**config.mk**
```make
export PLATFORM = sky130hd
export DESIGN_NAME = cfr_fault_cfg
export DESIGN_NICKNAME = d
export VERILOG_FILES = /design/src/logic/cfr_pkg.sv /design/src/logic/cfr_fault_cfg.sv
export SDC_FILE = /design/constraint.sdc
export NUM_CORES = 2
export LEC_CHECK = 0
export ABC_AREA = 0
export BUFFER_PORTS_ARGS = -buffer_cell sky130_fd_sc_hd__buf_4
export CORE_ASPECT_RATIO = 0.8
export CORE_MARGIN = 1
export CORE_UTILIZATION = 55
export CTS_CLUSTER_SIZE = 14
export DETAILED_ROUTE_END_ITERATION = 12
export PLACE_DENSITY = 0.72
export SYNTH_ARGS = -nofsm -noshare
export SYNTH_HDL_FRONTEND = slang
export SYNTH_SLANG_ARGS = --single-unit
```
**constraint.sdc**
```tcl
create_clock -name clk -period 18.6 [get_ports clk]
set_input_delay 0.93 -clock clk [delete_from_list [all_inputs] [get_ports clk]]
set_output_delay 0.93 -clock clk [all_outputs]
set_load 0.005 [all_outputs]
```
**src/logic/cfr_pkg.sv**
```systemverilog
// Operation
// Response code 10 turns the output off at once on an undercurrent fault and restarts it as the retry count allows.
// Response code 11 turns the output off at once and turns it back on by itself when the fault has gone.
// In every response mode a fault drives the alert output low and sets its status flag.
// An undercurrent fault sets the undercurrent flag, with the response byte in the usual fault layout.
// The retry count field sets how many restarts are tried before the device gives up.
// A retry count of zero makes no restart and keeps the output off until the fault is cleared.
// A retry count of seven retries without limit until disable, loss of bias or another fault.
// The wait between restarts is the retry time field plus one, times 35 ms.
// Each average limit is a 16-bit per-phase current in amperes in linear number format.
// Down-slope sensing averages the off-time samples, leaving out the blanking samples.
// Up-slope sensing averages the on-time samples, leaving out the blanking samples.
// An average overcurrent breach sets the overcurrent flag and starts the overcurrent response.
// An average undercurrent breach sets the undercurrent flag and starts the undercurrent response.
// In two-phase operation the combined threshold is twice the programmed per-phase limit.
// The retry attempt count is cleared after a lasting restart or when the output is disabled.
`default_nettype none
package cfr_pkg;
    localparam logic [7:0]  CMD_UC_RESPONSE = 8'he6;
    localparam logic [7:0]  CMD_AVG_OC_LIM  = 8'he7;
    localparam logic [7:0]  CMD_AVG_UC_LIM  = 8'he8;
    localparam logic [7:0]  RST_UC_RESPONSE = 8'h80;
    localparam logic [15:0] RST_AVG_OC_LIM  = 16'h7bff;
    localparam logic [15:0] RST_AVG_UC_LIM  = 16'h0000;
    localparam int          RESP_HI         = 7;
    localparam int          RESP_LO         = 6;
    localparam int          RETRY_HI        = 5;
    localparam int          RETRY_LO        = 3;
    localparam int          RTIME_HI        = 2;
    localparam int          RTIME_LO        = 0;
    localparam logic [1:0]  MODE_RETRY      = 2'h2;
    localparam logic [1:0]  MODE_RESUME     = 2'h3;
    localparam logic [2:0]  RETRY_NONE      = 3'h0;
    localparam logic [2:0]  RETRY_FOREVER   = 3'h7;
    localparam int          LIN_EXP_HI      = 15;
    localparam int          LIN_EXP_LO      = 11;
    localparam int          LIN_MANT_HI     = 10;
    localparam int          SAMPLE_FRAC     = 4;
    localparam int          CLK_HZ          = 25_000_000;
    localparam int          RETRY_UNIT_MS   = 35;
    localparam logic [19:0] RETRY_UNIT_CYC  = 20'(RETRY_UNIT_MS * (CLK_HZ / 1000));

    typedef enum logic [2:0] {ST_RUN, ST_DELAY, ST_HOLD, ST_RESUME, ST_OFF} cfr_state_t;

    typedef struct packed {
        logic        wr;
        logic        rd;
        logic [7:0]  cmd;
        logic [15:0] wdata;
    } cfr_reg_req_t;

    typedef struct packed {
        logic        valid;
        logic        on_time;
        logic        blank;
        logic        window_end;
        logic [15:0] value;
    } cfr_sample_t;
endpackage : cfr_pkg
`default_nettype wire

```
**src/logic/cfr_fault_cfg.sv**
```systemverilog
`timescale 1ns/10ps
`default_nettype none
module cfr_fault_cfg #(
    parameter logic [19:0] RETRY_UNIT_CYC = cfr_pkg::RETRY_UNIT_CYC
) (
    input  wire logic                  clk,
    input  wire logic                  sys_rst,
    input  wire cfr_pkg::cfr_reg_req_t reg_req,
    output logic [15:0]                reg_rdata,
    output logic                       reg_rvalid,
    output logic                       reg_hit,
    input  wire cfr_pkg::cfr_sample_t  sample,
    input  wire logic                  slope_up,
    input  wire logic                  two_phase,
    input  wire logic                  std_uc_fault,
    input  wire logic                  peak_oc_fault,
    input  wire logic                  other_fault_shutdown,
    input  wire logic                  op_enable,
    input  wire logic                  clear_faults,
    output logic                       output_en,
    output logic                       status_oc,
    output logic                       status_uc,
    output logic                       oc_response_evt,
    output logic                       alert_out_n
);
    typedef struct packed {
        cfr_pkg::cfr_state_t state;
        logic [7:0]          resp;
        logic [15:0]         oc_lim;
        logic [15:0]         uc_lim;
        logic [15:0]         rdata;
        logic                rvalid;
        logic                rhit;
        logic                out_en;
        logic                st_oc;
        logic                st_uc;
        logic                oc_evt;
        logic                alert_n;
        logic                uc_avg_active;
        logic [2:0]          retry_cnt;
        logic [3:0]          units;
        logic [19:0]         tick;
        logic [23:0]         acc_sum;
        logic [7:0]          acc_cnt;
    } cfr_st_t;

    cfr_st_t q;
    cfr_st_t d;

    // Converts a linear-format current to unsigned amperes in sample units.
    function automatic logic [31:0] lin_to_fix(input logic [15:0] v);
        logic signed [4:0] e;
        logic [10:0]       m;
        int                sh;
        e  = v[cfr_pkg::LIN_EXP_HI:cfr_pkg::LIN_EXP_LO];
        m  = v[cfr_pkg::LIN_MANT_HI:0];
        sh = int'(e) + cfr_pkg::SAMPLE_FRAC;
        if (m[cfr_pkg::LIN_MANT_HI]) begin
            return 32'h0;
        end
        if (sh >= 0) begin
            return {21'h0, m} << sh;
        end
        return {21'h0, m} >> (-sh);
    endfunction : lin_to_fix

    logic [1:0]  mode;
    logic [2:0]  retry_lim;
    logic        take;
    logic        win_end;
    logic [47:0] nph;
    logic [47:0] lhs;
    logic [47:0] rhs_oc;
    logic [47:0] rhs_uc;
    logic        avg_oc_hit;
    logic        avg_uc_hit;
    logic        uc_fault;
    logic        unit_end;

    always_comb begin
        mode      = q.resp[cfr_pkg::RESP_HI:cfr_pkg::RESP_LO];
        retry_lim = q.resp[cfr_pkg::RETRY_HI:cfr_pkg::RETRY_LO];
        // slope window select
        take      = sample.valid && !sample.blank && (sample.on_time == slope_up);
        win_end   = sample.valid && sample.window_end;
        // Samples carry the combined output current, so only the limit side scales.
        // doubled combined threshold
        nph       = two_phase ? 48'h2 : 48'h1;
        // linear limit compare
        lhs       = 48'(q.acc_sum);
        rhs_oc    = 48'(lin_to_fix(q.oc_lim)) * nph * 48'(q.acc_cnt);
        rhs_uc    = 48'(lin_to_fix(q.uc_lim)) * nph * 48'(q.acc_cnt);
        avg_oc_hit = win_end && (q.acc_cnt != 8'h0) && (lhs > rhs_oc);
        avg_uc_hit = win_end && (q.acc_cnt != 8'h0) && (lhs < rhs_uc);
        uc_fault  = std_uc_fault || avg_uc_hit;
        unit_end  = (q.tick == RETRY_UNIT_CYC - 20'h1);
    end

    always_comb begin
        d        = q;
        d.rvalid = 1'b0;
        d.oc_evt = 1'b0;
        if (reg_req.wr) begin
            case (reg_req.cmd)
                cfr_pkg::CMD_UC_RESPONSE: d.resp   = reg_req.wdata[7:0];
                cfr_pkg::CMD_AVG_OC_LIM:  d.oc_lim = reg_req.wdata;
                cfr_pkg::CMD_AVG_UC_LIM:  d.uc_lim = reg_req.wdata;
                default:                  d.resp   = q.resp;
            endcase
        end
        if (reg_req.rd) begin
            d.rvalid = 1'b1;
            d.rhit   = 1'b1;
            case (reg_req.cmd)
                cfr_pkg::CMD_UC_RESPONSE: d.rdata = {8'h00, q.resp};
                cfr_pkg::CMD_AVG_OC_LIM:  d.rdata = q.oc_lim;
                cfr_pkg::CMD_AVG_UC_LIM:  d.rdata = q.uc_lim;
                default: begin
                    d.rdata = 16'h0000;
                    d.rhit  = 1'b0;
                end
            endcase
        end
        if (win_end) begin
            d.acc_sum       = 24'h0;
            d.acc_cnt       = 8'h0;
            d.uc_avg_active = avg_uc_hit;
        end else if (take && q.acc_cnt != 8'hff) begin
            d.acc_sum = q.acc_sum + 24'(sample.value);
            d.acc_cnt = q.acc_cnt + 8'h1;
        end
        // shared overcurrent path
        d.oc_evt = avg_oc_hit;
        if (clear_faults) begin
            d.st_oc = 1'b0;
            d.st_uc = 1'b0;
        end
        if (avg_oc_hit || peak_oc_fault) begin
            d.st_oc = 1'b1;
        end
        // undercurrent flag set
        if (uc_fault) begin
            d.st_uc = 1'b1;
        end
        // alert follows flags
        d.alert_n = !(d.st_oc || d.st_uc);
        d.tick = unit_end ? 20'h0 : q.tick + 20'h1;
        case (q.state)
            cfr_pkg::ST_RUN: begin
                // lasting restart clears count
                if (unit_end && q.retry_cnt != 3'h0) begin
                    d.retry_cnt = 3'h0;
                end
                if (q.retry_cnt == 3'h0) begin
                    d.tick = 20'h0;
                end
                if (uc_fault && mode == cfr_pkg::MODE_RETRY) begin
                    // off then retry
                    d.out_en = 1'b0;
                    d.tick   = 20'h0;
                    d.units  = {1'b0, q.resp[cfr_pkg::RTIME_HI:cfr_pkg::RTIME_LO]} + 4'h1;
                    // retry budget
                    if (retry_lim == cfr_pkg::RETRY_NONE ||
                        (retry_lim != cfr_pkg::RETRY_FOREVER && q.retry_cnt >= retry_lim)) begin
                        d.state = cfr_pkg::ST_HOLD;
                    end else begin
                        d.state = cfr_pkg::ST_DELAY;
                    end
                end else if (uc_fault && mode == cfr_pkg::MODE_RESUME) begin
                    // off until fault gone
                    d.out_en = 1'b0;
                    d.state  = cfr_pkg::ST_RESUME;
                end
            end
            cfr_pkg::ST_DELAY: begin
                // retry spacing in 35 ms units
                if (unit_end) begin
                    d.units = q.units - 4'h1;
                    if (q.units == 4'h1) begin
                        d.out_en    = 1'b1;
                        d.retry_cnt = q.retry_cnt + 3'h1;
                        d.tick      = 20'h0;
                        d.state     = cfr_pkg::ST_RUN;
                    end
                end
            end
            cfr_pkg::ST_HOLD: begin
                if (clear_faults) begin
                    d.out_en    = 1'b1;
                    d.retry_cnt = 3'h0;
                    d.state     = cfr_pkg::ST_RUN;
                end
            end
            cfr_pkg::ST_RESUME: begin
                if (!std_uc_fault && !q.uc_avg_active && !avg_uc_hit) begin
                    d.out_en = 1'b1;
                    d.state  = cfr_pkg::ST_RUN;
                end
            end
            cfr_pkg::ST_OFF: begin
                if (op_enable) begin
                    d.out_en = 1'b1;
                    d.state  = cfr_pkg::ST_RUN;
                end
            end
            default: d.state = cfr_pkg::ST_OFF;
        endcase
        if (other_fault_shutdown && q.state != cfr_pkg::ST_OFF) begin
            d.out_en = 1'b0;
            d.state  = cfr_pkg::ST_HOLD;
        end
        if (!op_enable) begin
            // disable clears count
            d.out_en    = 1'b0;
            d.retry_cnt = 3'h0;
            d.state     = cfr_pkg::ST_OFF;
        end
    end

    always_ff @(posedge clk or posedge sys_rst) begin
        if (sys_rst) begin
            q        <= '0;
            q.state  <= cfr_pkg::ST_OFF;
            q.resp   <= cfr_pkg::RST_UC_RESPONSE;
            q.oc_lim <= cfr_pkg::RST_AVG_OC_LIM;
            q.uc_lim <= cfr_pkg::RST_AVG_UC_LIM;
            q.alert_n <= 1'b1;
        end else begin
            q <= d;
        end
    end

    assign reg_rdata       = q.rdata;
    assign reg_rvalid      = q.rvalid;
    assign reg_hit         = q.rhit;
    assign output_en       = q.out_en;
    assign status_oc       = q.st_oc;
    assign status_uc       = q.st_uc;
    assign oc_response_evt = q.oc_evt;
    assign alert_out_n     = q.alert_n;

    chk_alert_flags: assert property (@(posedge clk) disable iff (sys_rst)
        alert_out_n == !(status_oc || status_uc)) else $error("alert does not follow flags");
    chk_retry_off: assert property (@(posedge clk) disable iff (sys_rst)
        (q.state == cfr_pkg::ST_RUN && uc_fault && mode == cfr_pkg::MODE_RETRY)
        |=> !output_en ##0 (q.state != cfr_pkg::ST_RUN)) else $error("retry mode left output on");
    chk_resume_off: assert property (@(posedge clk) disable iff (sys_rst)
        (q.state == cfr_pkg::ST_RUN && uc_fault && mode == cfr_pkg::MODE_RESUME && op_enable &&
         !other_fault_shutdown) |=> (q.state == cfr_pkg::ST_RESUME && !output_en))
        else $error("resume mode did not shut off");
    chk_uc_flag: assert property (@(posedge clk) disable iff (sys_rst)
        avg_uc_hit |=> status_uc) else $error("average undercurrent not flagged");
    chk_oc_share: assert property (@(posedge clk) disable iff (sys_rst)
        avg_oc_hit |=> (status_oc && oc_response_evt)) else $error("average overcurrent lost");
    chk_retry_budget: assert property (@(posedge clk) disable iff (sys_rst)
        (q.state == cfr_pkg::ST_RUN && uc_fault && mode == cfr_pkg::MODE_RETRY && op_enable &&
         !other_fault_shutdown && retry_lim != cfr_pkg::RETRY_FOREVER && q.retry_cnt >= retry_lim)
        |=> q.state == cfr_pkg::ST_HOLD) else $error("retry budget overrun");
    chk_hold_stays: assert property (@(posedge clk) disable iff (sys_rst)
        (q.state == cfr_pkg::ST_HOLD && !clear_faults && op_enable) |=> $stable(q.state) && !output_en)
        else $error("output restarted without clear");
    chk_forever_retry: assert property (@(posedge clk) disable iff (sys_rst)
        (q.state == cfr_pkg::ST_RUN && uc_fault && mode == cfr_pkg::MODE_RETRY && op_enable &&
         !other_fault_shutdown && retry_lim == cfr_pkg::RETRY_FOREVER)
        |=> q.state == cfr_pkg::ST_DELAY) else $error("continuous retry gave up");
    chk_delay_load: assert property (@(posedge clk) disable iff (sys_rst)
        (q.state != cfr_pkg::ST_DELAY) ##1 (q.state == cfr_pkg::ST_DELAY) |->
        q.units == {1'b0, $past(q.resp[cfr_pkg::RTIME_HI:cfr_pkg::RTIME_LO])} + 4'h1)
        else $error("retry delay length wrong");
    chk_delay_end: assert property (@(posedge clk) disable iff (sys_rst)
        (q.state == cfr_pkg::ST_DELAY && unit_end && q.units == 4'h1 && op_enable &&
         !other_fault_shutdown) |=> (output_en && q.state == cfr_pkg::ST_RUN))
        else $error("retry did not restart on time");
    chk_count_clear: assert property (@(posedge clk) disable iff (sys_rst)
        !op_enable |=> (q.retry_cnt == 3'h0 && !output_en)) else $error("retry count not cleared");
endmodule : cfr_fault_cfg
`default_nettype wire

```
==> out/metrics.yaml <==
ys.flop_type: "dfrtp_1"
syn-instance-count: 3573
place.detailed.instances: 4197
synth.area.top_cells: "fa_1 (26%), ha_1 (9.5%), dfrtp_1 (9.2%)"
max_cap_viol_count: 0
worst_path_most_repeated_cell: "nand2_1"
synth-edff-count: 0
crit_path_end_kind: "flip-flop"
finClkSkew_ps: 17.4
distinct_cell_type_count_of_the_synthesized_netlist: 101
routed_wl_mm: 81.4
timing.final.hold_violations: 0
remaining_global_route_overflow: 0
crit_path_max_cell_delay_ps: 630
drive_above_1_share: 0.0851
route.detailed.drc: 6
critPathMaxFanout: 26
synthArstFlopShare: 1.00
number_of_fill_cells: 4832
hold_end: "q[32]"
final_net_count: 4188
worstSetupPathType: "flip-flop to flip-flop"
final.setup.worst_slack_ps: 5680
die_y_um: 209
final_max_slew_viol_count: 0
post-route-period-util: 0.694
detail_route.vias_per_cell: 5.98
floorplan.io_pins: 78
cts_inserted_buffers: 17
cellLeakagePower_uw: 0.0150
timing.hold.worst.class: "flip-flop to flip-flop"
synth_seq_cells: 126
register_area_share_after_synthesis: 0.107
cp.required_ps: 18980
areaGrowthSynthToFinish_pct: 5.19
cts_resized: 0
die_w_um: 261
synthMostInstantiatedCell: "nand2_1"
post-route-min-period_ps: 12920
detail_route.wl_per_cell_um: 19.2
worstSetupStartpointType: "flip-flop"
wl_met2_mm: 35.1
worst_path_slowest_cell: "ha_1"
dr.first_iter.drc_count: 2341
grt_pass1_wl_mm: 135
yosysWarningCount: 0
setup-violations-final: 0
reg2reg_slack_ps: 5680
m1WireLength_mm: 37.7
initial_core_util: 0.560
proportion_of_netlist_area_held_by_the_largest_area_contributor: 0.261
coreArea_mm2: 0.0527
hold_start: "q[32]"
hpwl_mm: 64.0
h-tree-depth: 4
detailedRoute.firstPassIterationCount: 12
synth_area_leader_cell: "fa_1"
yosys-top-cells-count: "nand2_1 (498), inv_1 (438), fa_1 (385)"
routed.top_layer: "met4"
worstRegToRegCells: 50
p_per_area_mw_per_mm2: 33.3
post_cts_buffers: 0
worstReg2RegStart: "q[97]"
dr_total_vias: 25312
multi_input_area_mm2: 0.0239
final_util: 0.589
synthesis.area_per_instance_um2: 8.27
detailedPlace.worstSlack_ps: 5830
timing.critical_path.arrival_ps: 13290
dr_wl_met3_mm: 7.28
cts.reportedPaths.clkPinSlew_ps: 70
mappedNetlistArea_mm2: 0.0296
pin_count_of_the_biggest_net_entering_global_routing: 72
max_slew_headroom: 0.194
failed_checks: "design-rule violations"
setup-tns-final_ps: 0
tritoncts_clock_tree: "built"
drtAntennaViolNets: 0
clk_path_buf_depth: 2
r2r_end: "q[40]"
placementRows: 75
place_congestion: 0.935
clock_tree.root_cell: "clkbuf_16"
ir_drop_v: 0.0000643
rsz0062_at_grt: "no"
outcome: "finished, violations left"
numClockSinks: 126
regArea_mm2: 0.00319
grt_antenna_before_repair: 1
first_global_vias: 24824
cts_hold_buf: 0
hold_path_depth: 1
grt_use_total: 0.314
floorplan.die_area_mm2: 0.0547
insertion_delay_to_the_later_sink_of_the_worst_skew_pair_ps: 470
tightestPinTransition_ps: 1210
count_of_placed_standard_cells_in_the_final_layout_fillers_left_out: 4230
port_buffers: 77
achievable-frequency_mhz: 77.4
-- layout make-up --
class / instances / area share
Antenna cell: 1 / 0.0000805
Clock buffer: 22 / 0.0159
Clock inverter: 10 / 0.00258
Inverter: 447 / 0.0541
Multi-Input combinational cell: 2821 / 0.770
Sequential cell: 126 / 0.102
Tap cell: 693 / 0.0279
Timing Repair Buffer: 110 / 0.0266
-- power by group --
part	total [uW]	switching, uW	internal (uW)
clock network	337	148	189
registers	330	34.5	296
logic	367	228	139
-- worst max-delay path: cells and delay by family, from the launching register on --
family          cells  cell delay [ps]
flops               1              480
compound gates     13             3320
mux                 1              320
xor+xnor            1              150
buf+inv             3              140
fa+ha+maj           9             3810
simple gates       23             4570
-- routing by layer --
metal  up-vias  track usage
met5         -            0
met3        76       0.0580
li1      11791            -
met4         0       0.0646
met1     12463        0.475
met2       982        0.467
-- how the worst max path moves through the flow --
stage	cells past startpoint	to	from
after floorplan	54	q[123]	q[97]
after detailed placement	50	q[40]	q[97]
after global routing	50	q[51]	q[97]
final	50	q[40]	q[97]
after global placement	50	q[32]	q[97]
after CTS	50	q[40]	q[97]
-- registers in the layout (all words and copies together) (netlist names) --
| register | count |
|---|---|
| output_en | 1 |
| status_oc | 1 |
| mode | 2 |
| q | 77 |
| status_uc | 1 |
| reg_rdata | 16 |
| oc_response_evt | 1 |
| lhs | 24 |
| reg_hit | 1 |
| reg_rvalid | 1 |
| alert_out_n | 1 |
-- stage by stage --
step                      power [uW]  hold WS, ps  cell area (um2)
after floorplan                  573          440            29600
after global placement           688          492            30500
after detailed placement         691          495            30500
after CTS                       1030          503            31100
after global routing            1090          549            31100
final                           1030          499            31100
-- placed cells by master, fill, tap and decap left out, types with 14 or more instances in the layout --
master	instances
nand4_1	30
o22ai_1	26
and3_1	31
nor4_1	18
and2_1	216
o21ai_0	75
xor2_1	55
buf_4	110
o21a_1	24
inv_1	437
clkbuf_16	17
nor3_1	84
dfrtp_1	102
a21o_1	56
a21oi_1	179
dfstp_2	17
or3_1	19
nand2_1	498
mux2i_1	62
o21bai_1	15
o211ai_1	24
a22oi_1	23
ha_1	225
nand3_1	70
nor2_1	202
nor2b_1	44
fa_1	385
a31oi_1	15
xnor2_1	66
o21ai_1	14
nand2b_1	47
mux2_2	64
a211oi_1	26
-- cell families after synthesis --
group | after synthesis | share of synthesized area
DFF | 126 | 0.107
muxes | 142 | 0.0559
and+or+nand+nor | 1342 | 0.225
adders and majority gates | 610 | 0.356
xor gates and xnor gates | 121 | 0.0359
other | 1 | 0.000127
buffers and inverters | 627 | 0.0831
AOI/OAI and AO/OA | 604 | 0.137
(Power assumes the default switching activity.)
